File: src/shared/smc_pkg.sv
package smc_pkg;

   // ----------------------------------------
   // power-control register layout
   // ----------------------------------------
   localparam int          POWER_CONTROL_REG_W          = 3;
   localparam int          HALT_BIT        = 0;
   localparam int          STOP_BIT        = 1;
   localparam int          SUBSEL_BIT      = 2;
   localparam logic [2:0]  POWER_CONTROL_REG_RESET      = 3'h0;

   // ----------------------------------------
   // wake source vector layout
   // ----------------------------------------
   localparam int          WAKE_W          = 6;
   localparam int          WK_EXT_A        = 0;
   localparam int          WK_EXT_B        = 1;
   localparam int          WK_EXT_C        = 2;
   localparam int          WK_EXT_E        = 3;
   localparam int          WK_PORT0        = 4;
   localparam int          WK_BTIMER       = 5;
   localparam logic [5:0]  STOP_WAKE_MASK  = 6'h1F;
   localparam logic [5:0]  SUB_WAKE_MASK   = 6'h3F;

   typedef enum logic [1:0] {
      SMC_NORMAL,
      SMC_HALT,
      SMC_STOP,
      SMC_SUBSTOP
   } smc_mode_e;

   typedef struct packed {
      logic cpu_run;
      logic main_osc_en;
      logic low_rc_en;
      logic med_rc_en;
      logic multi_rc_en;
      logic sub_osc_en;
      logic btimer_en;
      logic periph_en;
   } smc_gate_s;

   typedef struct packed {
      logic main_osc;
      logic low_rc;
      logic med_rc;
      logic multi_rc;
      logic sub_osc;
      logic btimer;
      logic periph;
   } smc_run_s;

   localparam smc_gate_s GATE_RESET = '{cpu_run: 1'b1, default: 1'b0};

endpackage

File: src/smc_standby_ctrl.sv
// How it works
// - halt stops cpu; oscillators, base timer, peripherals keep entry state.
// - full stop wakes only on external a-c, e, port 0, or reset.
// - subclock stop keeps subclock and base timer; base timer also wakes.
// - leaving halt clears the halt flag, bit zero.
// - leaving either stop clears stop bit one, halt flag stays set.
// - interrupt wake: halt to normal, stops to halt; reset goes normal.
// - setting the stop request bit also sets the halt flag.
// - halt flag clears on wake or accepted interrupt in halt, or on reset.
// - halt flag alone gives halt; stop bit gives stop, bit two selects variant.
`timescale 1ns/100ps
module smc_standby_ctrl
   import smc_pkg::*;
(
   input  wire logic              mclk_i,
   input  wire logic              reset_n_i,
   input  wire logic              power_control_reg_we_i,
   input  wire logic [POWER_CONTROL_REG_W-1:0] power_control_reg_wdata_i,
   input  wire logic [WAKE_W-1:0] irq_i,
   input  wire logic              irq_accept_i,
   input  wire smc_run_s          run_i,
   output logic [POWER_CONTROL_REG_W-1:0]      power_control_reg_o,
   output smc_mode_e              mode_o,
   output smc_gate_s              gate_o
);
   // ----------------------------------------
   // state
   // ----------------------------------------
   logic              wake;
   smc_mode_e         mode_r;
   smc_mode_e         mode_nxt;
   logic [POWER_CONTROL_REG_W-1:0] power_control_reg_r;
   logic [POWER_CONTROL_REG_W-1:0] power_control_reg_nxt;
   smc_gate_s         gate_r;
   smc_gate_s         gate_nxt;
   smc_run_s          held_r;
   smc_run_s          held_nxt;

   // ----------------------------------------
   // wake decode
   // ----------------------------------------
   smc_wake_decode i_smc_wake_decode (
      .mclk_i    (mclk_i),
      .reset_n_i (reset_n_i),
      .mode_i    (mode_r),
      .irq_i     (irq_i),
      .wake_o    (wake)
   );

   // ----------------------------------------
   // helpers
   // ----------------------------------------
   function automatic smc_gate_s gate_from_run(input logic cpu_on, input smc_run_s src);
      smc_gate_s g;
      g.cpu_run     = cpu_on;
      g.main_osc_en = src.main_osc;
      g.low_rc_en   = src.low_rc;
      g.med_rc_en   = src.med_rc;
      g.multi_rc_en = src.multi_rc;
      g.sub_osc_en  = src.sub_osc;
      g.btimer_en   = src.btimer;
      g.periph_en   = src.periph;
      return g;
   endfunction

   // ----------------------------------------
   // power control register and mode
   // ----------------------------------------
   always_comb begin
      power_control_reg_nxt = power_control_reg_r;
      mode_nxt = mode_r;
      held_nxt = held_r;
      unique case (mode_r)
         SMC_NORMAL: begin
            if (power_control_reg_we_i) begin
               power_control_reg_nxt = power_control_reg_wdata_i;
               if (power_control_reg_wdata_i[STOP_BIT]) begin
                  power_control_reg_nxt[HALT_BIT] = 1'b1;
                  mode_nxt = power_control_reg_wdata_i[SUBSEL_BIT] ? SMC_SUBSTOP : SMC_STOP;
               end else if (power_control_reg_wdata_i[HALT_BIT]) begin
                  mode_nxt = SMC_HALT;
               end
               held_nxt = run_i;
            end
         end
         SMC_HALT: begin
            if (wake || irq_accept_i) begin
               power_control_reg_nxt[HALT_BIT] = 1'b0;
               mode_nxt = SMC_NORMAL;
            end
         end
         SMC_STOP, SMC_SUBSTOP: begin
            if (wake) begin
               power_control_reg_nxt[STOP_BIT] = 1'b0;
               mode_nxt = SMC_HALT;
            end
         end
      endcase
   end

   // ----------------------------------------
   // clock and block gating
   // ----------------------------------------
   always_comb begin
      gate_nxt = GATE_RESET;
      unique case (mode_nxt)
         SMC_NORMAL: gate_nxt = gate_from_run(1'b1, run_i);
         SMC_HALT: begin
            gate_nxt = gate_from_run(1'b0, held_nxt);
         end
         SMC_STOP: gate_nxt = '0;
         SMC_SUBSTOP: begin
            gate_nxt = '0;
            gate_nxt.sub_osc_en = held_nxt.sub_osc;
            gate_nxt.btimer_en  = held_nxt.btimer;
         end
      endcase
   end

   // ----------------------------------------
   // registers
   // ----------------------------------------
   always_ff @(posedge mclk_i) begin
      if (!reset_n_i) begin
         power_control_reg_r <= POWER_CONTROL_REG_RESET;
         mode_r <= SMC_NORMAL;
         held_r <= '0;
      end else begin
         power_control_reg_r <= power_control_reg_nxt;
         mode_r <= mode_nxt;
         held_r <= held_nxt;
      end
   end

   always_ff @(posedge mclk_i) begin
      if (!reset_n_i) begin
         gate_r <= GATE_RESET;
      end else begin
         gate_r <= gate_nxt;
      end
   end

   assign power_control_reg_o = power_control_reg_r;
   assign mode_o              = mode_r;
   assign gate_o              = gate_r;

   // ----------------------------------------
   // mode checks
   // ----------------------------------------
   a_halt_exit_clear: assert property (@(posedge mclk_i) disable iff (!reset_n_i)
      (mode_r == SMC_HALT && wake) |=> (mode_r == SMC_NORMAL && !power_control_reg_r[HALT_BIT]))
      else $error("halt exit wrong");

   a_halt_accept_exit: assert property (@(posedge mclk_i) disable iff (!reset_n_i)
      (mode_r == SMC_HALT && irq_accept_i) |=>
      (mode_r == SMC_NORMAL && !power_control_reg_r[HALT_BIT]))
      else $error("accepted interrupt did not end halt");

   a_stop_exit_halt: assert property (@(posedge mclk_i) disable iff (!reset_n_i)
      ((mode_r == SMC_STOP || mode_r == SMC_SUBSTOP) && wake) |=>
      (mode_r == SMC_HALT && !power_control_reg_r[STOP_BIT] && power_control_reg_r[HALT_BIT]))
      else $error("stop exit wrong");

   a_stop_ext_wake: assert property (@(posedge mclk_i) disable iff (!reset_n_i)
      (mode_r == SMC_STOP && (irq_i & STOP_WAKE_MASK) != '0) |=>
      (mode_r == SMC_HALT))
      else $error("full stop missed a wake source");

   a_stop_no_exit: assert property (@(posedge mclk_i) disable iff (!reset_n_i)
      ((mode_r == SMC_STOP && (irq_i & STOP_WAKE_MASK) == '0)
       || (mode_r == SMC_SUBSTOP && (irq_i & SUB_WAKE_MASK) == '0)) |=>
      ($stable(mode_r) && $stable(power_control_reg_r)))
      else $error("stop left without wake");

   a_sub_btimer_wake: assert property (@(posedge mclk_i) disable iff (!reset_n_i)
      (mode_r == SMC_SUBSTOP && irq_i[WK_BTIMER]) |=>
      (mode_r == SMC_HALT && !power_control_reg_r[STOP_BIT]))
      else $error("base timer did not end subclock stop");

   a_stop_sets_halt: assert property (@(posedge mclk_i) disable iff (!reset_n_i)
      (mode_r == SMC_NORMAL && power_control_reg_we_i && power_control_reg_wdata_i[STOP_BIT]) |=>
      (power_control_reg_r[HALT_BIT] && mode_r != SMC_NORMAL))
      else $error("stop did not set halt");

   a_sub_select: assert property (@(posedge mclk_i) disable iff (!reset_n_i)
      (mode_r == SMC_NORMAL && power_control_reg_we_i && power_control_reg_wdata_i[STOP_BIT]) |=>
      (mode_r == ($past(power_control_reg_wdata_i[SUBSEL_BIT]) ? SMC_SUBSTOP : SMC_STOP)))
      else $error("stop variant wrong");

   a_halt_entry: assert property (@(posedge mclk_i) disable iff (!reset_n_i)
      (mode_r == SMC_NORMAL && power_control_reg_we_i && !power_control_reg_wdata_i[STOP_BIT] && power_control_reg_wdata_i[HALT_BIT])
      |=> mode_r == SMC_HALT)
      else $error("halt not entered");

   // ----------------------------------------
   // gating checks
   // ----------------------------------------
   a_halt_cpu_off: assert property (@(posedge mclk_i) disable iff (!reset_n_i)
      mode_r == SMC_HALT |-> (!gate_r.cpu_run && gate_r.btimer_en == held_r.btimer
                              && gate_r.periph_en == held_r.periph))
      else $error("halt gating wrong");

   a_halt_hold: assert property (@(posedge mclk_i) disable iff (!reset_n_i)
      (mode_r == SMC_HALT && irq_i == '0 && !irq_accept_i) |=>
      (mode_r == SMC_HALT && $stable(gate_r)))
      else $error("halt gating drifted");

   a_halt_entry_gate: assert property (@(posedge mclk_i) disable iff (!reset_n_i)
      (mode_r == SMC_NORMAL && power_control_reg_we_i && power_control_reg_wdata_i[HALT_BIT] && !power_control_reg_wdata_i[STOP_BIT])
      |=> (gate_r == {1'b0, $past(run_i)}))
      else $error("halt did not keep entry gating");

   a_normal_gate: assert property (@(posedge mclk_i) disable iff (!reset_n_i)
      (mode_r == SMC_HALT && irq_accept_i) |=> (gate_r == {1'b1, $past(run_i)}))
      else $error("normal gating wrong after halt");

   a_stop_all_off: assert property (@(posedge mclk_i) disable iff (!reset_n_i)
      mode_r == SMC_STOP |-> gate_r == '0)
      else $error("full stop gating wrong");

   a_substop_keep: assert property (@(posedge mclk_i) disable iff (!reset_n_i)
      mode_r == SMC_SUBSTOP |-> (!gate_r.cpu_run && gate_r.btimer_en == held_r.btimer
                                 && !gate_r.main_osc_en && !gate_r.periph_en))
      else $error("subclock stop gating wrong");

   // ----------------------------------------
   // reset check
   // ----------------------------------------
   a_reset_normal: assert property (@(posedge mclk_i)
      !reset_n_i |=> (mode_r == SMC_NORMAL && power_control_reg_r == POWER_CONTROL_REG_RESET))
      else $error("reset state wrong");
endmodule

File: src/smc_wake_decode.sv
`timescale 1ns/100ps
module smc_wake_decode
   import smc_pkg::*;
(
   input  wire logic              mclk_i,
   input  wire logic              reset_n_i,
   input  wire smc_mode_e         mode_i,
   input  wire logic [WAKE_W-1:0] irq_i,
   output logic                   wake_o
);
   // ----------------------------------------
   // qualify wake sources by mode
   // ----------------------------------------
   logic [WAKE_W-1:0] mask;

   always_comb begin
      unique case (mode_i)
         SMC_NORMAL:  mask = '0;
         SMC_HALT:    mask = SUB_WAKE_MASK;
         SMC_STOP:    mask = STOP_WAKE_MASK;
         SMC_SUBSTOP: mask = SUB_WAKE_MASK;
      endcase
   end

   assign wake_o = |(irq_i & mask);

   a_stop_no_btimer: assert property (@(posedge mclk_i) disable iff (!reset_n_i)
      (mode_i == SMC_STOP && irq_i == (WAKE_W'(1) << WK_BTIMER)) |-> !wake_o)
      else $error("base timer woke full stop");
endmodule

File: config.mk
export PLATFORM = sky130hd
export DESIGN_NAME = smc_standby_ctrl
export DESIGN_NICKNAME = d
export VERILOG_FILES = /design/src/shared/smc_pkg.sv /design/src/smc_standby_ctrl.sv /design/src/smc_wake_decode.sv
export SDC_FILE = /design/constraint.sdc
export NUM_CORES = 1
export LEC_CHECK = 0
export ABC_AREA = 1
export BUFFER_PORTS_ARGS = -buffer_cell sky130_fd_sc_hd__buf_2
export CAP_MARGIN = 20
export CORE_MARGIN = 2
export CORE_UTILIZATION = 35
export CTS_CLUSTER_DIAMETER = 150
export DETAILED_ROUTE_END_ITERATION = 7
export GPL_TIMING_DRIVEN = 0
export SETUP_SLACK_MARGIN = 0.05
export SKIP_LAST_GASP = 1
export SLEW_MARGIN = 20
export SYNTH_ARGS = -nofsm -noshare
export SYNTH_HDL_FRONTEND = slang
export SYNTH_SLANG_ARGS = --single-unit
File: constraint.sdc
create_clock -name mclk_i -period 1.1 [get_ports mclk_i]
set_input_delay 0.11 -clock mclk_i [delete_from_list [all_inputs] [get_ports mclk_i]]
set_output_delay 0.11 -clock mclk_i [all_outputs]
set_load 0.02 [all_outputs]
==> summary.txt <==
Commonest non-fill, non-tap cells in the layout: sky130_fd_sc_hd__buf_2, sky130_fd_sc_hd__nor2_1, sky130_fd_sc_hd__nand2_1, sky130_fd_sc_hd__dfxtp_1, sky130_fd_sc_hd__inv_1
Cell chosen for the clock root: sky130_fd_sc_hd__clkbuf_4
Net Sw Frac: 0.303
Part of the power in registers: 0.466
Final #Nets: 200
Worst Reg-to-Reg Cells: 8
Placement-stage cell area: 0.00114 mm^2
Die Area: 0.00306 mm^2
Initial core utilization: 0.372
H-Tree Depth: 1
Number of instances in the synthesized netlist: 128
Min-Delay Path Depth: 3
DRC violations left: 0
Final GP Congestion: 0.745
Final instance area: 0.00145 mm^2
Synthesized net count: 148
Largest net degree at the start of global routing: 12
Number of maximum-capacitance constraint violations: 0
Count of TritonRoute iterations in the first routing pass: 4
Via count of the first global-routing pass: 825
HP Start: power_control_reg_wdata_i[2]
Clock share of power: 0.240
TritonCTS clock tree: done
Minimum setup slack among reg-to-reg paths: -0.19 ns
Met1 track demand over resource in global routing: 0.173
Cell Area, Synth: 921 um^2
Global routing met2 resource utilization: 0.243
Total chip power: 1.74 mW
Post-synthesis area per instance: 7.19 um^2
Number of CTS-inserted buffers: 3
Total instance count after detailed placement: 190
Ratio of total power to cell area: 1210 mW/mm^2
Placed wire-length estimate: 1550 um
Failing checks: negative setup slack
Post-Route Utilization: 0.583
Critical path peak fanout: 4
Die width: 55.3 um
Reg-to-Reg End: gate_o[7]
Setup Skew: 0.0132 ns
Critical Path Source Type: register
Final antenna diode count: 0
Count of antenna-violating nets left after detailed routing: 0
Number of distinct library cells after synthesis: 22
Via density per instance: 4.63
Number of hold violations in the final report: 0
Clock latency of the later-clocked register in the worst-skew pair: 0.30 ns
Clk buf depth: 2
Final count of pins violating max slew: 0
Post-route setup slack: -0.191 ns
Fin crit period: 1.29 ns
Switching power: 0.527 mW
Final instance count without filler cells: 209
Area leader, netlist: sky130_fd_sc_hd__dfxtp_1
RR Startpoint: mode_o[1]
Number of register bits inferred by synthesis: 20
Min-delay worst type: input port to register
Worst-Margin Slew: 0.285 ns
Unrepaired setup endpoints after global routing: true
IR Drop Worst-Case VDD: 0.837 mV
Site row count: 18
Die Ht: 55.3 um
Count of pins on the block boundary: 33
Data arrival, critical path: 1.49 ns
Cells taking the most area after synthesis: sky130_fd_sc_hd__dfxtp_1, sky130_fd_sc_hd__nor2_1, sky130_fd_sc_hd__nand2_1
Yosys warnings: 0
Peak clock frequency supported by timing: 0.775 GHz
Floorplan core area: 0.00248 mm^2
Met3 usage: 0.0562
Number of antenna violations at the first check in global routing: 0
Clock-pin slew reported for the worst setup and hold paths after clock tree synthesis: 0.11 ns
Setup CP Type: register to register
Internal portion of total power: 1.22 mW
Headroom to the max-slew limit: 0.810
Run status: finished with violations
Final TNS setup: -2.06 ns
Synth-to-layout area growth: 56.9%
Setup-failing EPs final: 17
Required arrival time at the worst endpoint: 1.30 ns
Final global-route overflow total: 0
Area share of the largest cell type after synthesis: 0.435
Total length of routed wires: 2360 um
Standby leakage power: 0.771 nW
First-pass GRT wire length: 3570 um
Commonest non-fill, non-tap cell in the layout: sky130_fd_sc_hd__buf_2
Seq/Total Area, Yosys: 0.435
Final worst path period share: 1.17
Total track usage: 0.147
WHS: 0.0486 ns
Sink of the worst hold path: power_control_reg_o[2]
Via count: 968
Fraction of final layout cells with drive strength greater than 1: 0.475
Post-placement worst setup slack: -0.233 ns
Portion of total power attributed to combinational logic: 0.294
DRC violation total after the first TritonRoute iteration: 19
# clock sinks: 20
Port bufs: 32
Routed length per instance: 11.3 um
Most congested layer reported by global routing: met2
Critical Path Sink Type: register
-- Yosys cell counts --
cell,number
sky130_fd_sc_hd__nor2_4,1
sky130_fd_sc_hd__inv_1,16
sky130_fd_sc_hd__nor2_1,25
sky130_fd_sc_hd__nand3_1,14
sky130_fd_sc_hd__o21ai_0,5
sky130_fd_sc_hd__nor2_2,3
sky130_fd_sc_hd__nand2_2,6
sky130_fd_sc_hd__a21oi_1,2
sky130_fd_sc_hd__o211ai_1,1
sky130_fd_sc_hd__o21bai_2,1
sky130_fd_sc_hd__nor3_2,1
sky130_fd_sc_hd__buf_2,1
sky130_fd_sc_hd__o21a_1,1
sky130_fd_sc_hd__dfxtp_1,20
sky130_fd_sc_hd__nand3b_4,1
sky130_fd_sc_hd__or2_0,1
sky130_fd_sc_hd__nand2_1,20
sky130_fd_sc_hd__o21ai_1,2
sky130_fd_sc_hd__a21oi_2,1
sky130_fd_sc_hd__inv_2,3
sky130_fd_sc_hd__nand4_1,1
sky130_fd_sc_hd__buf_4,2
-- registers in the layout, indices dropped and copies added (netlist names) --
signal / count
power_control_reg_o: 3
mode_o: 2
held_r: 7
gate_o: 8
-- cell families after synthesis --
kind of cell | after synthesis | share of synthesized area
AOI/OAI and AO/OA | 13 | 0.0870
buffers and inverters | 22 | 0.0992
DFF | 20 | 0.435
and+or+nand+nor | 73 | 0.379
-- layer usage --
layer / vias to the layer above / part of all wire
li1: 498 / -
met1: 428 / 0.41
met2: 36 / 0.50
met3: 6 / 0.068
met4: 0 / 0.018
met5: - / 0
-- layout make-up --
class / instances / area [um^2]
Buffer: 3 / 31.3
Clock buffer: 4 / 36.3
Fill cell: 231 / 1030
Inverter: 19 / 76.3
Multi-Input combinational cell: 86 / 537
Sequential cell: 20 / 408
Tap cell: 30 / 37.5
Timing Repair Buffer: 47 / 319
-- worst max path at each step --
stage / slack (ns) / cells after the start / from / endpoint
after floorplan: -0.11 / 7 / mode_o[1] / gate_o[7]
after global placement: -0.18 / 7 / mode_o[1] / gate_o[7]
after detailed placement: -0.23 / 9 / mode_o[0] / gate_o[3]
after CTS: -0.18 / 10 / mode_o[0] / gate_o[7]
after global routing: -0.28 / 7 / mode_o[1] / gate_o[7]
final: -0.19 / 8 / mode_o[1] / gate_o[7]
-- what timing repair did --
| item | 4_1_cts | 5_1_grt |
|---|---|---|
| pin swaps | 6 | 8 |
| gates cloned | 0 | 1 |
| gates resized for setup | 8 | 28 |
| setup endpoints to repair | 13 | 18 |
| hold buffers | 0 | 0 |
| setup buffers | 8 | 6 |
-- worst max-delay path, cell delays in order (launching register included) --
cell and delay, ns:
sky130_fd_sc_hd__dfxtp_4 0.37, sky130_fd_sc_hd__nor2_4 0.14, sky130_fd_sc_hd__buf_6 0.13, sky130_fd_sc_hd__nand2_8 0.07, sky130_fd_sc_hd__nor2_4 0.16, sky130_fd_sc_hd__a21oi_4 0.06
sky130_fd_sc_hd__buf_6 0.12, sky130_fd_sc_hd__nor2_4 0.10, sky130_fd_sc_hd__nor2_1 0.05
-- power groups by stage --
stage               clock network [mW]  registers (mW)  logic (mW)
floorplan                            0           0.884       0.186
global placement                     0           0.828       0.356
detailed placement                   0           0.832       0.363
CTS                              0.429           0.812       0.408
global route                     0.470           0.819       0.556
finish                           0.418           0.812       0.513
Power figures use the tool's default switching activity.
